===== src/rtl/eqsc_defs.svh =====
// register offsets, field positions, reset values and codes of the equalizer/strap/clock bank
`ifndef EQSC_DEFS_SVH
`define EQSC_DEFS_SVH
`define EQSC_ADDR_PORT_CTL      8'h34
`define EQSC_ADDR_AEQ_CTL       8'h35
`define EQSC_ADDR_STRAP_STAT    8'h37
`define EQSC_ADDR_MCLK_DIV      8'h3A
`define EQSC_ADDR_EQ_STAT       8'h3B
`define EQSC_ADDR_EQ_BYPASS     8'h44
`define EQSC_RST_PORT_CTL       8'h01
`define EQSC_RST_AEQ_CTL        8'h00
`define EQSC_RST_MCLK_DIV       8'h00
`define EQSC_RST_EQ_BYPASS      8'h60
`define EQSC_BIT_SEC_SEL        1
`define EQSC_BIT_PRI_SEL        0
`define EQSC_BIT_RESTART        6
`define EQSC_BIT_FLOOR_OVR      5
`define EQSC_BIT_FLOOR_SET      4
`define EQSC_BIT_MDIV_OVR       7
`define EQSC_MSB_MDIV           6
`define EQSC_LSB_MDIV           4
`define EQSC_BIT_MSEL_OVR       2
`define EQSC_MSB_MSEL           1
`define EQSC_LSB_MSEL           0
`define EQSC_MSB_STAGE1         7
`define EQSC_LSB_STAGE1         5
`define EQSC_MSB_STAGE2         3
`define EQSC_LSB_STAGE2         1
`define EQSC_BIT_BYPASS         0
`define EQSC_LOG2_DIV32         3'h5
`define EQSC_LOG2_DIV16         3'h4
`define EQSC_LOG2_DIV8          3'h3
`define EQSC_LOG2_DIV4          3'h2
`define EQSC_LOG2_DIV2          3'h1
`define EQSC_LOG2_DIV1          3'h0
`endif


===== src/rtl/eqsc_pkg.sv =====
// types shared by the equalizer/strap/clock register bank
package eqsc_pkg;
   typedef struct packed
   {
      logic       restart;
      logic       floor_start;
      logic [5:0] manual_setting;
      logic       bypass;
   } eqsc_eq_ctl_type;

   typedef struct packed
   {
      logic       valid;
      logic [2:0] code;
   } eqsc_strap_type;

   typedef struct packed
   {
      logic       mdiv_override;
      logic [2:0] mdiv_log2;
      logic       msel_override;
      logic [1:0] msel_log2;
   } eqsc_clk_ctl_type;
endpackage


===== src/rtl/eqsc_regs.sv =====
// equalizer control, strap decode status and audio clock divider register bank
// ----------------------------------------------------------------------------
// Summary of operation
// - with secondary select set, 0x35 writes go to secondary link controls
// - bit 6 of 0x35 restarts adaptation; software writes one then zero
// - a restart acts on both links whatever port is selected
// - floor start select acts only while floor override enable is one
// - effective floor select starts adaptation from preset floor, not zero
// - 0x37 bit 7 reads one once link strap decode is latched
// - 0x37 bits 6-4 hold link strap decode, bit 6 the msb
// - 0x37 bit 3 reads one once output strap decode is latched
// - 0x37 bits 2-0 hold output strap decode, bit 2 the msb
// - 0x3A bit 7 makes register oscillator output divide selection take effect
// - bits 6-4 choose oscillator output divide 32,16,8,4,2,2,1,1
// - bit 2 makes register input divide override the pll state machine
// - bits 1-0 choose reference divide 1,2,4,8
// - 0x3B bits 5-0 show manual values when bypassed, else adaptive result
// - with secondary select set, 0x3B reads return the secondary link
// - secondary select writes both secondary and shared; reads secondary
// - primary select resets to one
// - 0x44 holds stage-one 7-5, stage-two 3-1 and bypass bit 0
// ----------------------------------------------------------------------------
`timescale 1ns/10ps
`default_nettype none
`include "eqsc_defs.svh"
module eqsc_regs
   import eqsc_pkg::*;
(
   input  wire logic       CORE_CLK_IN,
   input  wire logic       RESET_IN,
   input  wire logic       REG_WR_IN,
   input  wire logic       REG_RD_IN,
   input  wire logic [7:0] REG_ADDR_IN,
   input  wire logic [7:0] REG_WDATA_IN,
   input  wire logic       LINK_STRAP_VALID_IN,
   input  wire logic [2:0] LINK_STRAP_CODE_IN,
   input  wire logic       OUT_STRAP_VALID_IN,
   input  wire logic [2:0] OUT_STRAP_CODE_IN,
   input  wire logic [5:0] PRI_AEQ_RESULT_IN,
   input  wire logic [5:0] SEC_AEQ_RESULT_IN,
   input  wire logic [2:0] PLL_MDIV_LOG2_IN,
   input  wire logic [1:0] PLL_MSEL_LOG2_IN,
   output logic      [7:0] REG_RDATA_OUT,
   output logic      [5:0] PRI_EQ_SETTING_OUT,
   output logic      [5:0] SEC_EQ_SETTING_OUT,
   output logic            PRI_EQUALIZER_ADAPT_RESTART_OUT,
   output logic            SEC_EQUALIZER_ADAPT_RESTART_OUT,
   output logic            PRI_AEQ_FLOOR_START_OUT,
   output logic            SEC_AEQ_FLOOR_START_OUT,
   output logic      [2:0] MCLK_MDIV_LOG2_OUT,
   output logic      [1:0] MCLK_MSEL_LOG2_OUT
);
   // ------------------------------------------------------------------------
   // strap pin synchronisers
   // ------------------------------------------------------------------------
   logic [1:0] strap_meta_r;
   logic [1:0] strap_sync_r;
   logic [2:0] lcode_meta_r;
   logic [2:0] lcode_sync_r;
   logic [2:0] ocode_meta_r;
   logic [2:0] ocode_sync_r;

   always_ff @(posedge CORE_CLK_IN)
   begin
      if (RESET_IN)
      begin
         strap_meta_r <= 2'h0;
         strap_sync_r <= 2'h0;
         lcode_meta_r <= 3'h0;
         lcode_sync_r <= 3'h0;
         ocode_meta_r <= 3'h0;
         ocode_sync_r <= 3'h0;
      end
      else
      begin
         strap_meta_r <= {LINK_STRAP_VALID_IN, OUT_STRAP_VALID_IN};
         strap_sync_r <= strap_meta_r;
         lcode_meta_r <= LINK_STRAP_CODE_IN;
         lcode_sync_r <= lcode_meta_r;
         ocode_meta_r <= OUT_STRAP_CODE_IN;
         ocode_sync_r <= ocode_meta_r;
      end
   end

   // ------------------------------------------------------------------------
   // shared registers: port select, divider select, latched straps
   // ------------------------------------------------------------------------
   logic [7:0]       port_r;
   logic [7:0]       port_nxt;
   logic [7:0]       div_r;
   logic [7:0]       div_nxt;
   eqsc_strap_type   lstrap_r;
   eqsc_strap_type   lstrap_nxt;
   eqsc_strap_type   ostrap_r;
   eqsc_strap_type   ostrap_nxt;
   logic             wr_port;
   logic             wr_div;
   logic             sec_sel;

   assign wr_port = REG_WR_IN && (REG_ADDR_IN == `EQSC_ADDR_PORT_CTL);
   assign wr_div  = REG_WR_IN && (REG_ADDR_IN == `EQSC_ADDR_MCLK_DIV);
   assign sec_sel = port_r[`EQSC_BIT_SEC_SEL];

   always_comb
   begin
      port_nxt   = port_r;
      div_nxt    = div_r;
      lstrap_nxt = lstrap_r;
      ostrap_nxt = ostrap_r;
      if (wr_port)
      begin
         port_nxt = REG_WDATA_IN & 8'h03;
      end
      if (wr_div)
      begin
         div_nxt = REG_WDATA_IN & 8'hF7;
      end
      // first valid decode latched once, then frozen until reset
      if (!lstrap_r.valid && strap_sync_r[1])
      begin
         lstrap_nxt = '{valid: 1'b1, code: lcode_sync_r};
      end
      if (!ostrap_r.valid && strap_sync_r[0])
      begin
         ostrap_nxt = '{valid: 1'b1, code: ocode_sync_r};
      end
   end

   always_ff @(posedge CORE_CLK_IN)
   begin
      if (RESET_IN)
      begin
         port_r   <= `EQSC_RST_PORT_CTL;
         div_r    <= `EQSC_RST_MCLK_DIV;
         lstrap_r <= '0;
         ostrap_r <= '0;
      end
      else
      begin
         port_r   <= port_nxt;
         div_r    <= div_nxt;
         lstrap_r <= lstrap_nxt;
         ostrap_r <= ostrap_nxt;
      end
   end

   // ------------------------------------------------------------------------
   // per-link banks
   // ------------------------------------------------------------------------
   logic [7:0] pri_aeq;
   logic [7:0] pri_byp;
   logic [7:0] sec_aeq;
   logic [7:0] sec_byp;
   logic       wr_aeq;
   logic       wr_byp;

   assign wr_aeq = REG_WR_IN && (REG_ADDR_IN == `EQSC_ADDR_AEQ_CTL);
   assign wr_byp = REG_WR_IN && (REG_ADDR_IN == `EQSC_ADDR_EQ_BYPASS);

   eqsc_port_ctl u_pri
   (
      .clk_in      (CORE_CLK_IN),
      .reset_in    (RESET_IN),
      .wr_aeq_in   (wr_aeq && !sec_sel),
      .wr_byp_in   (wr_byp && !sec_sel),
      .wdata_in    (REG_WDATA_IN),
      .aeq_ctl_out (pri_aeq),
      .bypass_out  (pri_byp)
   );

   eqsc_port_ctl u_sec
   (
      .clk_in      (CORE_CLK_IN),
      .reset_in    (RESET_IN),
      .wr_aeq_in   (wr_aeq && sec_sel),
      .wr_byp_in   (wr_byp && sec_sel),
      .wdata_in    (REG_WDATA_IN),
      .aeq_ctl_out (sec_aeq),
      .bypass_out  (sec_byp)
   );

   // restart bit lives in the shared bank so either port's write reaches both links
   logic restart_r;
   logic restart_nxt;

   always_comb
   begin
      restart_nxt = restart_r;
      if (wr_aeq)
      begin
         restart_nxt = REG_WDATA_IN[`EQSC_BIT_RESTART];
      end
   end

   // ------------------------------------------------------------------------
   // outputs to analog equalizer and clock generator
   // ------------------------------------------------------------------------
   logic [5:0] pri_set;
   logic [5:0] sec_set;
   logic [5:0] pri_man;
   logic [5:0] sec_man;
   logic [7:0] rdata_nxt;
   logic [2:0] mdiv_nxt;
   logic [1:0] msel_nxt;

   assign pri_man = {pri_byp[`EQSC_MSB_STAGE2:`EQSC_LSB_STAGE2],
                     pri_byp[`EQSC_MSB_STAGE1:`EQSC_LSB_STAGE1]};
   assign sec_man = {sec_byp[`EQSC_MSB_STAGE2:`EQSC_LSB_STAGE2],
                     sec_byp[`EQSC_MSB_STAGE1:`EQSC_LSB_STAGE1]};
   assign pri_set = pri_byp[`EQSC_BIT_BYPASS] ? pri_man : PRI_AEQ_RESULT_IN;
   assign sec_set = sec_byp[`EQSC_BIT_BYPASS] ? sec_man : SEC_AEQ_RESULT_IN;

   function automatic logic [2:0] mdiv_map(input logic [2:0] code);
      logic [2:0] r;
      r = `EQSC_LOG2_DIV1;
      unique case (code)
         3'h0:        r = `EQSC_LOG2_DIV32;
         3'h1:        r = `EQSC_LOG2_DIV16;
         3'h2:        r = `EQSC_LOG2_DIV8;
         3'h3:        r = `EQSC_LOG2_DIV4;
         3'h4, 3'h5:  r = `EQSC_LOG2_DIV2;
         3'h6, 3'h7:  r = `EQSC_LOG2_DIV1;
      endcase
      return r;
   endfunction

   always_comb
   begin
      mdiv_nxt = div_r[`EQSC_BIT_MDIV_OVR]
               ? mdiv_map(div_r[`EQSC_MSB_MDIV:`EQSC_LSB_MDIV])
               : PLL_MDIV_LOG2_IN;
      msel_nxt = div_r[`EQSC_BIT_MSEL_OVR]
               ? div_r[`EQSC_MSB_MSEL:`EQSC_LSB_MSEL]
               : PLL_MSEL_LOG2_IN;
      rdata_nxt = 8'h00;
      unique case (REG_ADDR_IN)
         `EQSC_ADDR_PORT_CTL:   rdata_nxt = port_r;
         `EQSC_ADDR_AEQ_CTL:    rdata_nxt = (sec_sel ? sec_aeq : pri_aeq)
                                            | {1'b0, restart_r, 6'h00};
         `EQSC_ADDR_STRAP_STAT: rdata_nxt = {lstrap_r.valid, lstrap_r.code,
                                             ostrap_r.valid, ostrap_r.code};
         `EQSC_ADDR_MCLK_DIV:   rdata_nxt = div_r;
         `EQSC_ADDR_EQ_STAT:    rdata_nxt = {2'h0, sec_sel ? sec_set : pri_set};
         `EQSC_ADDR_EQ_BYPASS:  rdata_nxt = sec_sel ? sec_byp : pri_byp;
         default:               rdata_nxt = 8'h00;
      endcase
      if (!REG_RD_IN)
      begin
         rdata_nxt = REG_RDATA_OUT;
      end
   end

   always_ff @(posedge CORE_CLK_IN)
   begin
      if (RESET_IN)
      begin
         restart_r               <= 1'b0;
         REG_RDATA_OUT           <= 8'h00;
         PRI_EQ_SETTING_OUT      <= 6'h00;
         SEC_EQ_SETTING_OUT      <= 6'h00;
         PRI_EQUALIZER_ADAPT_RESTART_OUT     <= 1'b0;
         SEC_EQUALIZER_ADAPT_RESTART_OUT     <= 1'b0;
         PRI_AEQ_FLOOR_START_OUT <= 1'b0;
         SEC_AEQ_FLOOR_START_OUT <= 1'b0;
         MCLK_MDIV_LOG2_OUT      <= `EQSC_LOG2_DIV32;
         MCLK_MSEL_LOG2_OUT      <= 2'h0;
      end
      else
      begin
         restart_r               <= restart_nxt;
         REG_RDATA_OUT           <= rdata_nxt;
         PRI_EQ_SETTING_OUT      <= pri_set;
         SEC_EQ_SETTING_OUT      <= sec_set;
         // level held while the bit stays one keeps adaptation at its start
         PRI_EQUALIZER_ADAPT_RESTART_OUT     <= restart_r;
         SEC_EQUALIZER_ADAPT_RESTART_OUT     <= restart_r;
         PRI_AEQ_FLOOR_START_OUT <= pri_aeq[`EQSC_BIT_FLOOR_OVR]
                                  & pri_aeq[`EQSC_BIT_FLOOR_SET];
         SEC_AEQ_FLOOR_START_OUT <= sec_aeq[`EQSC_BIT_FLOOR_OVR]
                                  & sec_aeq[`EQSC_BIT_FLOOR_SET];
         MCLK_MDIV_LOG2_OUT      <= mdiv_nxt;
         MCLK_MSEL_LOG2_OUT      <= msel_nxt;
      end
   end

   // ------------------------------------------------------------------------
   // checks
   // ------------------------------------------------------------------------
   sec_write_a: assert property (@(posedge CORE_CLK_IN) disable iff (RESET_IN)
      wr_aeq && sec_sel && !wr_port |=> sec_aeq[5:4] == $past(REG_WDATA_IN[5:4])
         && $stable(pri_aeq))
      else $error("secondary aeq write misrouted");
   restart_both_a: assert property (@(posedge CORE_CLK_IN) disable iff (RESET_IN)
      wr_aeq |-> ##2 PRI_EQUALIZER_ADAPT_RESTART_OUT == $past(REG_WDATA_IN[6], 2)
         && SEC_EQUALIZER_ADAPT_RESTART_OUT == PRI_EQUALIZER_ADAPT_RESTART_OUT)
      else $error("restart not applied to both links");
   floor_gate_a: assert property (@(posedge CORE_CLK_IN) disable iff (RESET_IN)
      !pri_aeq[5] |=> !PRI_AEQ_FLOOR_START_OUT)
      else $error("floor start without override");
   floor_start_a: assert property (@(posedge CORE_CLK_IN) disable iff (RESET_IN)
      pri_aeq[5] && pri_aeq[4] |=> PRI_AEQ_FLOOR_START_OUT)
      else $error("floor start not driven");
   link_strap_a: assert property (@(posedge CORE_CLK_IN) disable iff (RESET_IN)
      lstrap_r.valid |=> lstrap_r.valid && $stable(lstrap_r.code))
      else $error("link strap decode changed after latch");
   out_strap_a: assert property (@(posedge CORE_CLK_IN) disable iff (RESET_IN)
      strap_sync_r[0] && !ostrap_r.valid |=> ostrap_r.valid
         && ostrap_r.code == $past(ocode_sync_r))
      else $error("output strap not latched");
   mdiv_ovr_a: assert property (@(posedge CORE_CLK_IN) disable iff (RESET_IN)
      div_r[7] && div_r[6:4] == 3'h0 |=> MCLK_MDIV_LOG2_OUT == 3'h5)
      else $error("divide by 32 not selected");
   msel_auto_a: assert property (@(posedge CORE_CLK_IN) disable iff (RESET_IN)
      !div_r[2] |=> MCLK_MSEL_LOG2_OUT == $past(PLL_MSEL_LOG2_IN))
      else $error("input divide not from pll state machine");
   eq_bypass_a: assert property (@(posedge CORE_CLK_IN) disable iff (RESET_IN)
      pri_byp[0] |=> PRI_EQ_SETTING_OUT == $past({pri_byp[3:1], pri_byp[7:5]}))
      else $error("bypass setting not shown");
   eq_read_a: assert property (@(posedge CORE_CLK_IN) disable iff (RESET_IN)
      REG_RD_IN && REG_ADDR_IN == 8'h3B && sec_sel |=> REG_RDATA_OUT[5:0] == $past(sec_set))
      else $error("secondary equalizer_setting_status not returned");
endmodule
`default_nettype wire


===== src/rtl/eqsc_port_ctl.sv =====
// per-link equalizer control bank: bypass register and floor controls of one link
`timescale 1ns/10ps
`default_nettype none
`include "eqsc_defs.svh"
module eqsc_port_ctl
   import eqsc_pkg::*;
(
   input  wire logic       clk_in,
   input  wire logic       reset_in,
   input  wire logic       wr_aeq_in,
   input  wire logic       wr_byp_in,
   input  wire logic [7:0] wdata_in,
   output logic      [7:0] aeq_ctl_out,
   output logic      [7:0] bypass_out
);
   logic [7:0] aeq_r;
   logic [7:0] aeq_nxt;
   logic [7:0] byp_r;
   logic [7:0] byp_nxt;

   always_comb
   begin
      aeq_nxt = aeq_r;
      byp_nxt = byp_r;
      if (wr_aeq_in)
      begin
         aeq_nxt = wdata_in & 8'h30;
      end
      if (wr_byp_in)
      begin
         byp_nxt = wdata_in & 8'hEF;
      end
   end

   always_ff @(posedge clk_in)
   begin
      if (reset_in)
      begin
         aeq_r <= `EQSC_RST_AEQ_CTL;
         byp_r <= `EQSC_RST_EQ_BYPASS;
      end
      else
      begin
         aeq_r <= aeq_nxt;
         byp_r <= byp_nxt;
      end
   end

   assign aeq_ctl_out = aeq_r;
   assign bypass_out  = byp_r;
endmodule
`default_nettype wire


===== config.mk =====
export PLATFORM = sky130hd
export DESIGN_NAME = eqsc_regs
export DESIGN_NICKNAME = d
export VERILOG_FILES = /design/src/rtl/eqsc_pkg.sv /design/src/rtl/eqsc_regs.sv /design/src/rtl/eqsc_port_ctl.sv
export VERILOG_INCLUDE_DIRS = /design/src /design/src/rtl
export SDC_FILE = /design/constraint.sdc
export NUM_CORES = 1
export LEC_CHECK = 0
export BUFFER_PORTS_ARGS = -buffer_cell sky130_fd_sc_hd__buf_2
export CAP_MARGIN = 20
export CORE_UTILIZATION = 54
export CTS_BUF_LIST = sky130_fd_sc_hd__clkbuf_16
export CTS_CLUSTER_SIZE = 20
export DETAILED_ROUTE_END_ITERATION = 6
export GPL_ROUTABILITY_DRIVEN = 0
export HOLD_SLACK_MARGIN = 0.05
export PLACE_DENSITY = 0.8
export SLEW_MARGIN = 30
export SYNTH_ARGS = -nofsm -noshare
export SYNTH_HDL_FRONTEND = slang
export SYNTH_SLANG_ARGS = --single-unit

===== constraint.sdc =====
create_clock -name CORE_CLK_IN -period 2.29 [get_ports CORE_CLK_IN]
set_input_delay 0.229 -clock CORE_CLK_IN [delete_from_list [all_inputs] [get_ports CORE_CLK_IN]]
set_output_delay 0.229 -clock CORE_CLK_IN [all_outputs]
set_load 0.005 [all_outputs]

* Word level (Yosys, flattened, before mapping)
Memory sizes are Yosys's and may differ from the RTL's. A register that Yosys moved wholly into a read port is not among the register bits.
Cells that the tools add are included.
** Operators by class
- Equality and inequality tests :: 6
- Reductions and logical operators :: 13
- Bitwise logic cells :: 3
- Muxes and demuxes :: 10
** Operators with widths (number)
- $pmux W8 S6 :: 1
- $eq A8 B6 Y1 const B :: 5
- $mux W6 :: 4
- $logic_and A1 B1 Y1 :: 10
- $mux W3 :: 3
- $eq A8 B7 Y1 const B :: 1
- $mux W8 :: 1
- $or A6 B7 Y7 :: 1
- $logic_not A1 Y1 :: 3
- $and A1 B1 Y1 :: 2
- $mux W2 :: 1
** Storage, ports and cells
- Bits in read-only memories :: 24
- Bits of input ports :: 45
- Flip-flop bits (word level) :: 80
- Logic and storage cells :: 58
- Memories :: 1
** Memory list
- (name not given) :: words 8, width 3, read ports 1, clocked after memory_dff 1, write ports 0, RTL line eqsc_regs.sv:216 : unique case (code)

* Depth between registers and ports, before layout
Gate-level depths: netlist of run 1.
- Depth after elaboration :: 4
- Mapped depth :: 6
- Gate-level depth less buffers :: 4

* Modules after synthesis
A second synthesis of run 1 with hierarchy kept.
** Unflattened totals
- Cells, all modules :: 373
- Area total of the unflattened synthesis :: 3597.2 µm²
** By module, submodules not included
- eqsc_regs :: cells an instance 299, area an instance 2829.0 µm², instances 1
- eqsc_port_ctl :: cells an instance 37, area an instance 384.1 µm², instances 2

* Worst setup path before layout of run 1
No wires, ideal clock.
- Kind :: input to register
- Start point :: in REG_ADDR_IN[1]
- End point :: reg REG_RDATA_OUT[2]
- Cell stages on the path :: 5
- Buffers on the path :: 1
- Slack :: 0.687 ns
- Arrival time :: 1.512 ns
- Library setup time :: 0.092 ns
- Path through :: buf_2 or4b_4 o41ai_2 a311oi_1 nor4_1
** Between the ends
- Cells in the longest elaborated chain, start to end :: 2
- Elaborated cells on any way between the ends :: 7
** RTL lines
- start: declaration :: RTL line eqsc_regs.sv:33 : input wire logic [7:0] REG_ADDR_IN,
- $eq A8 B7 Y1 / $eq A8 B6 Y1 (equally long branches) :: RTL line eqsc_regs.sv:236 : unique case (REG_ADDR_IN)
- $pmux W8 S6 (*) :: RTL line eqsc_regs.sv:236
- end signal: assignment :: RTL line eqsc_regs.sv:271 : REG_RDATA_OUT <= rdata_nxt;
- end: declaration :: RTL line eqsc_regs.sv:43 : output logic [7:0] REG_RDATA_OUT,
Mark *: on every way between the ends. The rest lies on a longest branch, timed or not.
A chain may end at the register's enable or synchronous reset.

* Worst setup path in the final report of run 1
- Start point :: reg port_r[1]
- End point :: reg REG_RDATA_OUT[5]
** Between the ends
- Cells in the longest elaborated chain, start to end :: 3
- Elaborated cells on any way between the ends :: 5
** RTL lines
- start: declaration :: RTL line eqsc_regs.sv:88 : logic [7:0] port_r;
- start signal: assignment :: RTL line eqsc_regs.sv:133 : port_r <= `EQSC_RST_PORT_CTL;
- start signal: assignment :: RTL line eqsc_regs.sv:140 : port_r <= port_nxt;
- $mux W6 :: RTL line eqsc_regs.sv:238 : `EQSC_ADDR_AEQ_CTL: rdata_nxt = (sec_sel ? sec_aeq : pri_aeq)
- $or A6 B7 Y7 :: RTL line eqsc_regs.sv:239 : | {1'b0, restart_r, 6'h00};
- $pmux W8 S6 (*) :: RTL line eqsc_regs.sv:236
Marked as above.

==> impl_metrics.env, run 1 <==
export IMPL_max_vdd_ir_drop_uv=694
export IMPL_boundaryPins=74
export IMPL_drc_errors=0
export IMPL_cts_sinks=83
export IMPL_antenna_cells=0
export IMPL_startpoint_type="register"
export IMPL_ys_seq_area_share_pct=49.2
export IMPL_die_area_um2=6570
export IMPL_wl_per_cell_um=15.8
export IMPL_grt_max_degree=69
export IMPL_drtPass1Iterations=7
export IMPL_die_h_um=81.1
export IMPL_antenna_left=0
export IMPL_synth_top_area_share_pct=49.2
export IMPL_antenna_found_initial=0
export IMPL_whs_ps=95.3
export IMPL_avgSynthCellArea_um2=9.93
export IMPL_clock_path_buffers=2
export IMPL_synthArstFlopShare_pct=0
export IMPL_synth_top_flop_cell="dfxtp_1"
export IMPL_crit_fanout=14
export IMPL_crit_required_ps=2500
export IMPL_maxCapViolCount=0
export IMPL_dp_hpwl_um=5470
export IMPL_wirelength_um=7720
export IMPL_maxSlewViolCount=0
export IMPL_path_cells="mux2_1, a22o_1, a22oi_1, a311oi_1"
export IMPL_drive_above_1_share_pct=26.2
export IMPL_grt_first_pass_wirelength_um=12400
export IMPL_slowest_stage="dfxtp_1"
export IMPL_grt_pass1_vias=2530
export IMPL_syn_nets=385
export IMPL_hold_buffers=0
export IMPL_p_per_area_nw_per_um2=790
export IMPL_initial_core_util_pct=56.3
export IMPL_yosysMostFrequentCell="dfxtp_1"
export IMPL_hold_viol=0
export IMPL_grt_total_usage_pct=25.8
export IMPL_status="complete, no violations"
export IMPL_fp_row_count=28
export IMPL_n_fill_cell=463
export IMPL_yosys_warnings=0
export IMPL_die_x_um=81.1
export IMPL_yosysUniqueCellTypes=47
export IMPL_max_freq_mhz=568
export IMPL_grt_setup_unrepaired="false"
export IMPL_path_class="register to register"
export IMPL_clk_latency_ps=340
export IMPL_fin_skew_ps=7.55
export IMPL_cp_slowest_stage_delay_ps=700
export IMPL_fin_crit_ps=1760
export IMPL_worst_slew_pin_slew_ps=601
export IMPL_cts_buffers_inserted=9
export IMPL_vias_per_cell=5.74
export IMPL_synth_area_leaders="dfxtp_1 (49%), mux2i_1 (12%), nor2_1 (6.2%)"
export IMPL_fin_tns_setup_ps=0
export IMPL_grt_overflow=0
export IMPL_end_kind="register"
export IMPL_coreArea_um2=5990
export IMPL_syn_inst=340
export IMPL_synth_commonest_cells="dfxtp_1 (83), nor2_1 (56), mux2i_1 (41)"
export IMPL_post_cts_buffers=0
export IMPL_leakage_uw=0.00178
export IMPL_synth_top_cell_by_area="dfxtp_1"
export IMPL_cts_root_buf="clkbuf_16"
export IMPL_vias=2803
export IMPL_crit_arrival_ps=1970
export IMPL_setup_viol=0
export IMPL_syn_area_um2=3380
export IMPL_drtIter0Drc=273
export IMPL_slew_headroom_pct=59.9
export IMPL_cts_repair_resized=0
export IMPL_tritoncts="done"
export IMPL_clk_pin_slew_worst_paths_ps=60
export IMPL_layout_nets=453
export IMPL_fin_crit_sh_pct=76.8
export IMPL_ys_seq_elements=83
export IMPL_cts_htree_levels=3
export IMPL_hp_class="primary input to register"
export IMPL_area_growth_syn_to_layout_pct=22.1
export IMPL_port_buffers=73
export IMPL_synth_edf_count=0
-- final timing paths --
kind / from / endpoint / slack, ps / cells after the start
worst min-delay path: OUT_STRAP_CODE_IN[1] / ocode_meta_r[1]$_SDFF_PP0_ / 100 / 2
worst min register to register: ocode_meta_r[1]$_SDFF_PP0_ / ocode_sync_r[1]$_SDFF_PP0_ / 430 / 1
worst max-delay path: port_r[1]$_SDFFE_PP0P_ / REG_RDATA_OUT[5]$_SDFFE_PP0P_ / 530 / 4
worst max register to register: port_r[1]$_SDFFE_PP0P_ / REG_RDATA_OUT[5]$_SDFFE_PP0P_ / 530 / 4
-- power breakdown --
| group | switching (uW) | total, uW | leakage, uW | internal [uW] |
|---|---|---|---|---|
| combinational | 104 | 191 | 0.000944 | 87.2 |
| clock | 603 | 1570 | 0.000156 | 962 |
| sequential | 13.0 | 1500 | 0.000679 | 1480 |
-- cells in the final DEF, fill, tap and decap left out, types with 2 or more instances in the layout --
cell type | synthesis | routed
mux2_2 | 7 | 7
dfxtp_1 | 83 | 83
and4bb_1 | 3 | 3
clkbuf_16 | 0 | 9
mux2_1 | 2 | 2
mux2i_1 | 41 | 41
a211oi_1 | 3 | 3
and2_1 | 2 | 2
nor2b_1 | 26 | 26
a21oi_1 | 8 | 8
inv_1 | 6 | 6
a211o_1 | 10 | 10
nand2_1 | 14 | 14
nor2_1 | 56 | 56
a2bb2oi_1 | 2 | 2
nand4b_1 | 2 | 2
nor3_1 | 2 | 2
o211ai_1 | 4 | 4
a22o_1 | 2 | 2
bufinv_16 | 0 | 2
a221oi_1 | 2 | 2
buf_2 | 5 | 73
or3b_1 | 3 | 3
nand3_1 | 9 | 9
inv_6 | 0 | 2
buf_4 | 1 | 6
a22oi_1 | 2 | 2
nor4_1 | 2 | 2
a311oi_1 | 7 | 7
-- sequential cells by signal, summed over array words and instances (netlist names), 4 cells and up, named ones only --
register	flops
SEC_EQ_SETTING_OUT	6
u_sec.bypass_out	7
div_r	7
u_pri.bypass_out	7
lstrap_r	4
REG_RDATA_OUT	8
PRI_EQ_SETTING_OUT	6
ostrap_r	4
-- layer usage --
| metal | track usage [%] | vias to the layer above | part of all wire [%] |
|---|---|---|---|
| li1 | - | 1341 | - |
| met1 | 34.1 | 1311 | 45 |
| met2 | 39.2 | 130 | 45 |
| met3 | 6.97 | 21 | 7.8 |
| met4 | 11.8 | 0 | 2.3 |
| met5 | 0 | - | 0 |
-- per-stage QoR --
| stage | cell area (um2) | util [%] | cells | setup WS [ps] | power [uW] |
|---|---|---|---|---|---|
| 3_3_place_gp | 3800 | 63.4 | 472 | 492 | 1710 |
| 3_5_place_dp | 3800 | 63.4 | 472 | 432 | 1720 |
| 2_1_floorplan | 3380 | - | 340 | 687 | 1620 |
| 4_1_cts | 4120 | 68.8 | 488 | 541 | 3260 |
| 6_report | 4120 | 68.8 | 488 | 530 | 3250 |
| 5_1_grt | 4120 | 68.8 | 488 | 411 | 3360 |
-- kinds of logic (layout without fill, tap and decap cells) --
logic type / after synthesis / count (layout) / share of synthesized area, %
AO/OA/AOI/OAI: 45 / 45 / 10.5
flip-flops: 83 / 83 / 49.2
buffers and inverters: 29 / 102 / 3.74
multiplexers: 50 / 50 / 15.2
AND/OR/NAND/NOR: 133 / 133 / 21.4
-- worst max-delay path: cells and delay by family, from the launching register on --
family / cells / cell delay (ps)
flip-flops: 1 / 700
AO/OA/AOI/OAI: 3 / 550
multiplexers: 1 / 370
-- area by class of cell --
type / count / area, um2 / share of cell area, %
sequential: 83 / 1660 / 40.3
multi-input combinational: 228 / 1590 / 38.5
tap: 75 / 93.8 / 2.28
inverter: 6 / 22.5 / 0.547
clock inverter: 7 / 98.8 / 2.40
timing repair buffer: 80 / 430 / 10.4
clock buffer: 9 / 225 / 5.47
No activity file was read; power rests on OpenSTA's default activity.
==> run 2, diff against run 1 <==
--- a/config.mk
+++ b/config.mk
@@ -6,6 +6,7 @@
 export SDC_FILE = /design/constraint.sdc
 export NUM_CORES = 1
 export LEC_CHECK = 0
+export ABC_AREA = 1
 export BUFFER_PORTS_ARGS = -buffer_cell sky130_fd_sc_hd__buf_2
 export CAP_MARGIN = 20
 export CORE_UTILIZATION = 54
==> constraint.sdc (replaced) <==
create_clock -name CORE_CLK_IN -period 1.75 [get_ports CORE_CLK_IN]
set_input_delay 0.175 -clock CORE_CLK_IN [delete_from_list [all_inputs] [get_ports CORE_CLK_IN]]
set_output_delay 0.175 -clock CORE_CLK_IN [all_outputs]
set_load 0.005 [all_outputs]
==> run 2 against run 1 <==
Count of clock-buffer cells in the layout did not move. Die area is 4.4% higher. Global-route usage is 0.79 points higher. Combinational power grew 58%. Routed wire length grew 15%. First-iteration DRC count up 16%.
==> impl_metrics.env, run 2 <==
export IMPL_startpoint_type="register"
export IMPL_grt_max_degree=35
export IMPL_die_h_um=82.8
export IMPL_largest_register="REG_RDATA_OUT"
export IMPL_vias_per_cell=5.20
export IMPL_die_x_um=82.8
export IMPL_antenna_cells=0
export IMPL_switching_share_pct=23.4
export IMPL_synthArstFlopShare_pct=0
export IMPL_fin_crit_ps=1520
export IMPL_yosys_area_share_simple_pct=34.5
export IMPL_max_freq_mhz=658
export IMPL_cts_buffers_inserted=9
export IMPL_synth_area_leaders="dfxtp_1 (47%), nand2_1 (12%), nor2_1 (10%)"
export IMPL_power_uw=4140
export IMPL_clockPowerShare_pct=45.2
export IMPL_crit_arrival_ps=1740
export IMPL_syn_area_um2=3530
export IMPL_syn_inst=508
export IMPL_synth_top_flop_cell="dfxtp_1"
export IMPL_setup_viol=0
export IMPL_grt_total_usage_pct=26.6
export IMPL_coreArea_um2=6310
export IMPL_cts_sinks=83
export IMPL_path_class="register to register"
export IMPL_cts_root_buf="clkbuf_16"
export IMPL_synth_commonest_cells="nand2_1 (116), nor2_1 (94), dfxtp_1 (83)"
export IMPL_initial_core_util_pct=55.9
export IMPL_largest_reg_flops=8
export IMPL_ys_seq_elements=83
export IMPL_tritoncts="done"
export IMPL_p_int_uw=3170
export IMPL_pre_cts_ws_ps=216
export IMPL_fin_tns_setup_ps=0
export IMPL_muxShareOfSynthArea_pct=0
export IMPL_die_area_um2=6860
export IMPL_path_cells="inv_2, nor3_4, inv_1, nand2_1, nand3_1"
export IMPL_synth_xor_area_share_pct=0
export IMPL_clk_pin_slew_worst_paths_ps=60
export IMPL_fin_skew_ps=4.34
export IMPL_final_area_um2=4340
export IMPL_synth_top_cell_by_area="dfxtp_1"
export IMPL_maxSlewViolCount=0
export IMPL_p_seq_share_pct=47.5
export IMPL_cts_htree_levels=3
export IMPL_yosys_warnings=0
export IMPL_synthAdderAreaFrac_pct=0
export IMPL_slew_headroom_pct=60.6
export IMPL_fin_crit_sh_pct=86.9
export IMPL_dp_cells=644
export IMPL_final_common_cell="nand2_1"
export IMPL_syn_nets=553
export IMPL_place_area_um2=3950
export IMPL_port_buffers=73
export IMPL_grt_overflow=0
export IMPL_worst_slew_pin_slew_ps=589
export IMPL_crit_fanout=13
export IMPL_hold_viol=0
export IMPL_drtIter0Drc=316
export IMPL_clock_path_buffers=2
export IMPL_drc_errors=0
export IMPL_synth_compound_area_share_pct=7.59
export IMPL_drive_above_1_share_pct=19.2
export IMPL_synth_edf_count=0
export IMPL_maxCapViolCount=0
export IMPL_grt_pass1_vias=3222
export IMPL_synth_top_area_share_pct=47.1
export IMPL_wirelength_um=8850
export IMPL_ys_seq_area_share_pct=47.1
export IMPL_yosysMostFrequentCell="nand2_1"
export IMPL_hp_class="primary input to register"
export IMPL_area_growth_syn_to_layout_pct=23.1
export IMPL_p_per_area_nw_per_um2=954
export IMPL_antenna_found_initial=0
export IMPL_status="complete, no violations"
export IMPL_crit_required_ps=1970
export IMPL_grt_first_pass_wirelength_um=14500
export IMPL_grt_setup_unrepaired="false"
export IMPL_layout_nets=633
export IMPL_leakage_uw=0.00218
export IMPL_wl_per_cell_um=13.2
export IMPL_end_kind="register"
export IMPL_fp_row_count=29
export IMPL_vias=3484
export IMPL_power_switching_uw=967
export IMPL_clk_latency_ps=340
export IMPL_antenna_left=0
export IMPL_cp_slowest_stage_delay_ps=520
export IMPL_layout_common_cells="nand2_1 (116), nor2_1 (94), dfxtp_1 (83), buf_2 (73), inv_1 (63)"
export IMPL_cts_repair_resized=0
export IMPL_synth_top_family_by_area="simple AND/OR/NAND/NOR gates"
export IMPL_yosysUniqueCellTypes=25
export IMPL_boundaryPins=74
export IMPL_avgSynthCellArea_um2=6.95
export IMPL_max_vdd_ir_drop_uv=640
export IMPL_instances_no_fill=670
export IMPL_layout_setup_ws_ps=230
export IMPL_drtPass1Iterations=6
export IMPL_combPwrFrac_pct=7.3
export IMPL_dp_hpwl_um=6150
export IMPL_slowest_stage="dfxtp_1"
-- run 2: changes by cell type in the layout (fill, tap and decap cells not counted), moves of 27 or more --
cell     previous run  this run
nand3_1             9        49
mux2i_1            41         0
nor2_1             56        94
nand2_1            14       116
inv_1               6        63
o21ai_0             1        28
-- run 2: through the flow --
stage / util [%] / hold slack [ps]
after CTS: 68.8 / 74.7
final: 68.8 / 83.5
after detailed placement: 62.5 / 380
after global placement: 62.5 / 372
after floorplan: - / 282
after global routing: 68.8 / 98.1
-- run 2: area by class of cell --
class                   instances  area (um2)
clock inverters                 7        68.8
inverters                      67         251
fillers                       558        1970
repair buffers                 93         553
clock buffers                   9         225
multi-input cells             334        1490
flip-flops and latches         83        1660
well taps                      77        96.3
-- run 2: power groups by stage --
stage                     Combinational (uW)  Sequential, uW  Clock (uW)
after floorplan                          149            2010           0
after global placement                   272            2010           0
after detailed placement                 279            2010           0
after CTS                                300            1970        1880
after global routing                     337            1970        1970
final                                    302            1970        1870
-- run 2: critical path: cells and delay by family, from the launching register on --
family,cells,cell delay [ps]
buffers and inverters,2,290
DFF,1,520
and+or+nand+nor,3,590
-- run 2: path summary, 6_finish.rpt --
check / startpoint / endpoint / slack (ps) / depth (start not counted)
worst max-delay path: port_r[1]$_SDFFE_PP0P_ / u_sec.bypass_out[6]$_SDFFE_PP1P_ / 230 / 5
worst min-delay path: PLL_MDIV_LOG2_IN[1] / MCLK_MDIV_LOG2_OUT[1]$_SDFF_PP0_ / 80 / 3
worst max register to register: port_r[1]$_SDFFE_PP0P_ / u_sec.bypass_out[6]$_SDFFE_PP1P_ / 230 / 5
worst min register to register: ocode_meta_r[2]$_SDFF_PP0_ / ocode_sync_r[2]$_SDFF_PP0_ / 400 / 2
-- run 2: cells by family after synthesis --
family,Yosys count
simple gates,281
buf+inv,91
flops,83
compound gates,53
-- run 2: metal layers --
layer	global-route usage, %	routed length, um	up-vias
met1	30.2	3550	1542
met3	7.55	577	37
li1	-	-	1740
met5	0	0	-
met4	14.6	368	0
met2	44.9	4350	165
-- run 2: repair_timing --
item	4_1_cts	5_1_grt
buffers inserted	0	0
hold buffers	10	0
endpoints found under the hold margin	10	0
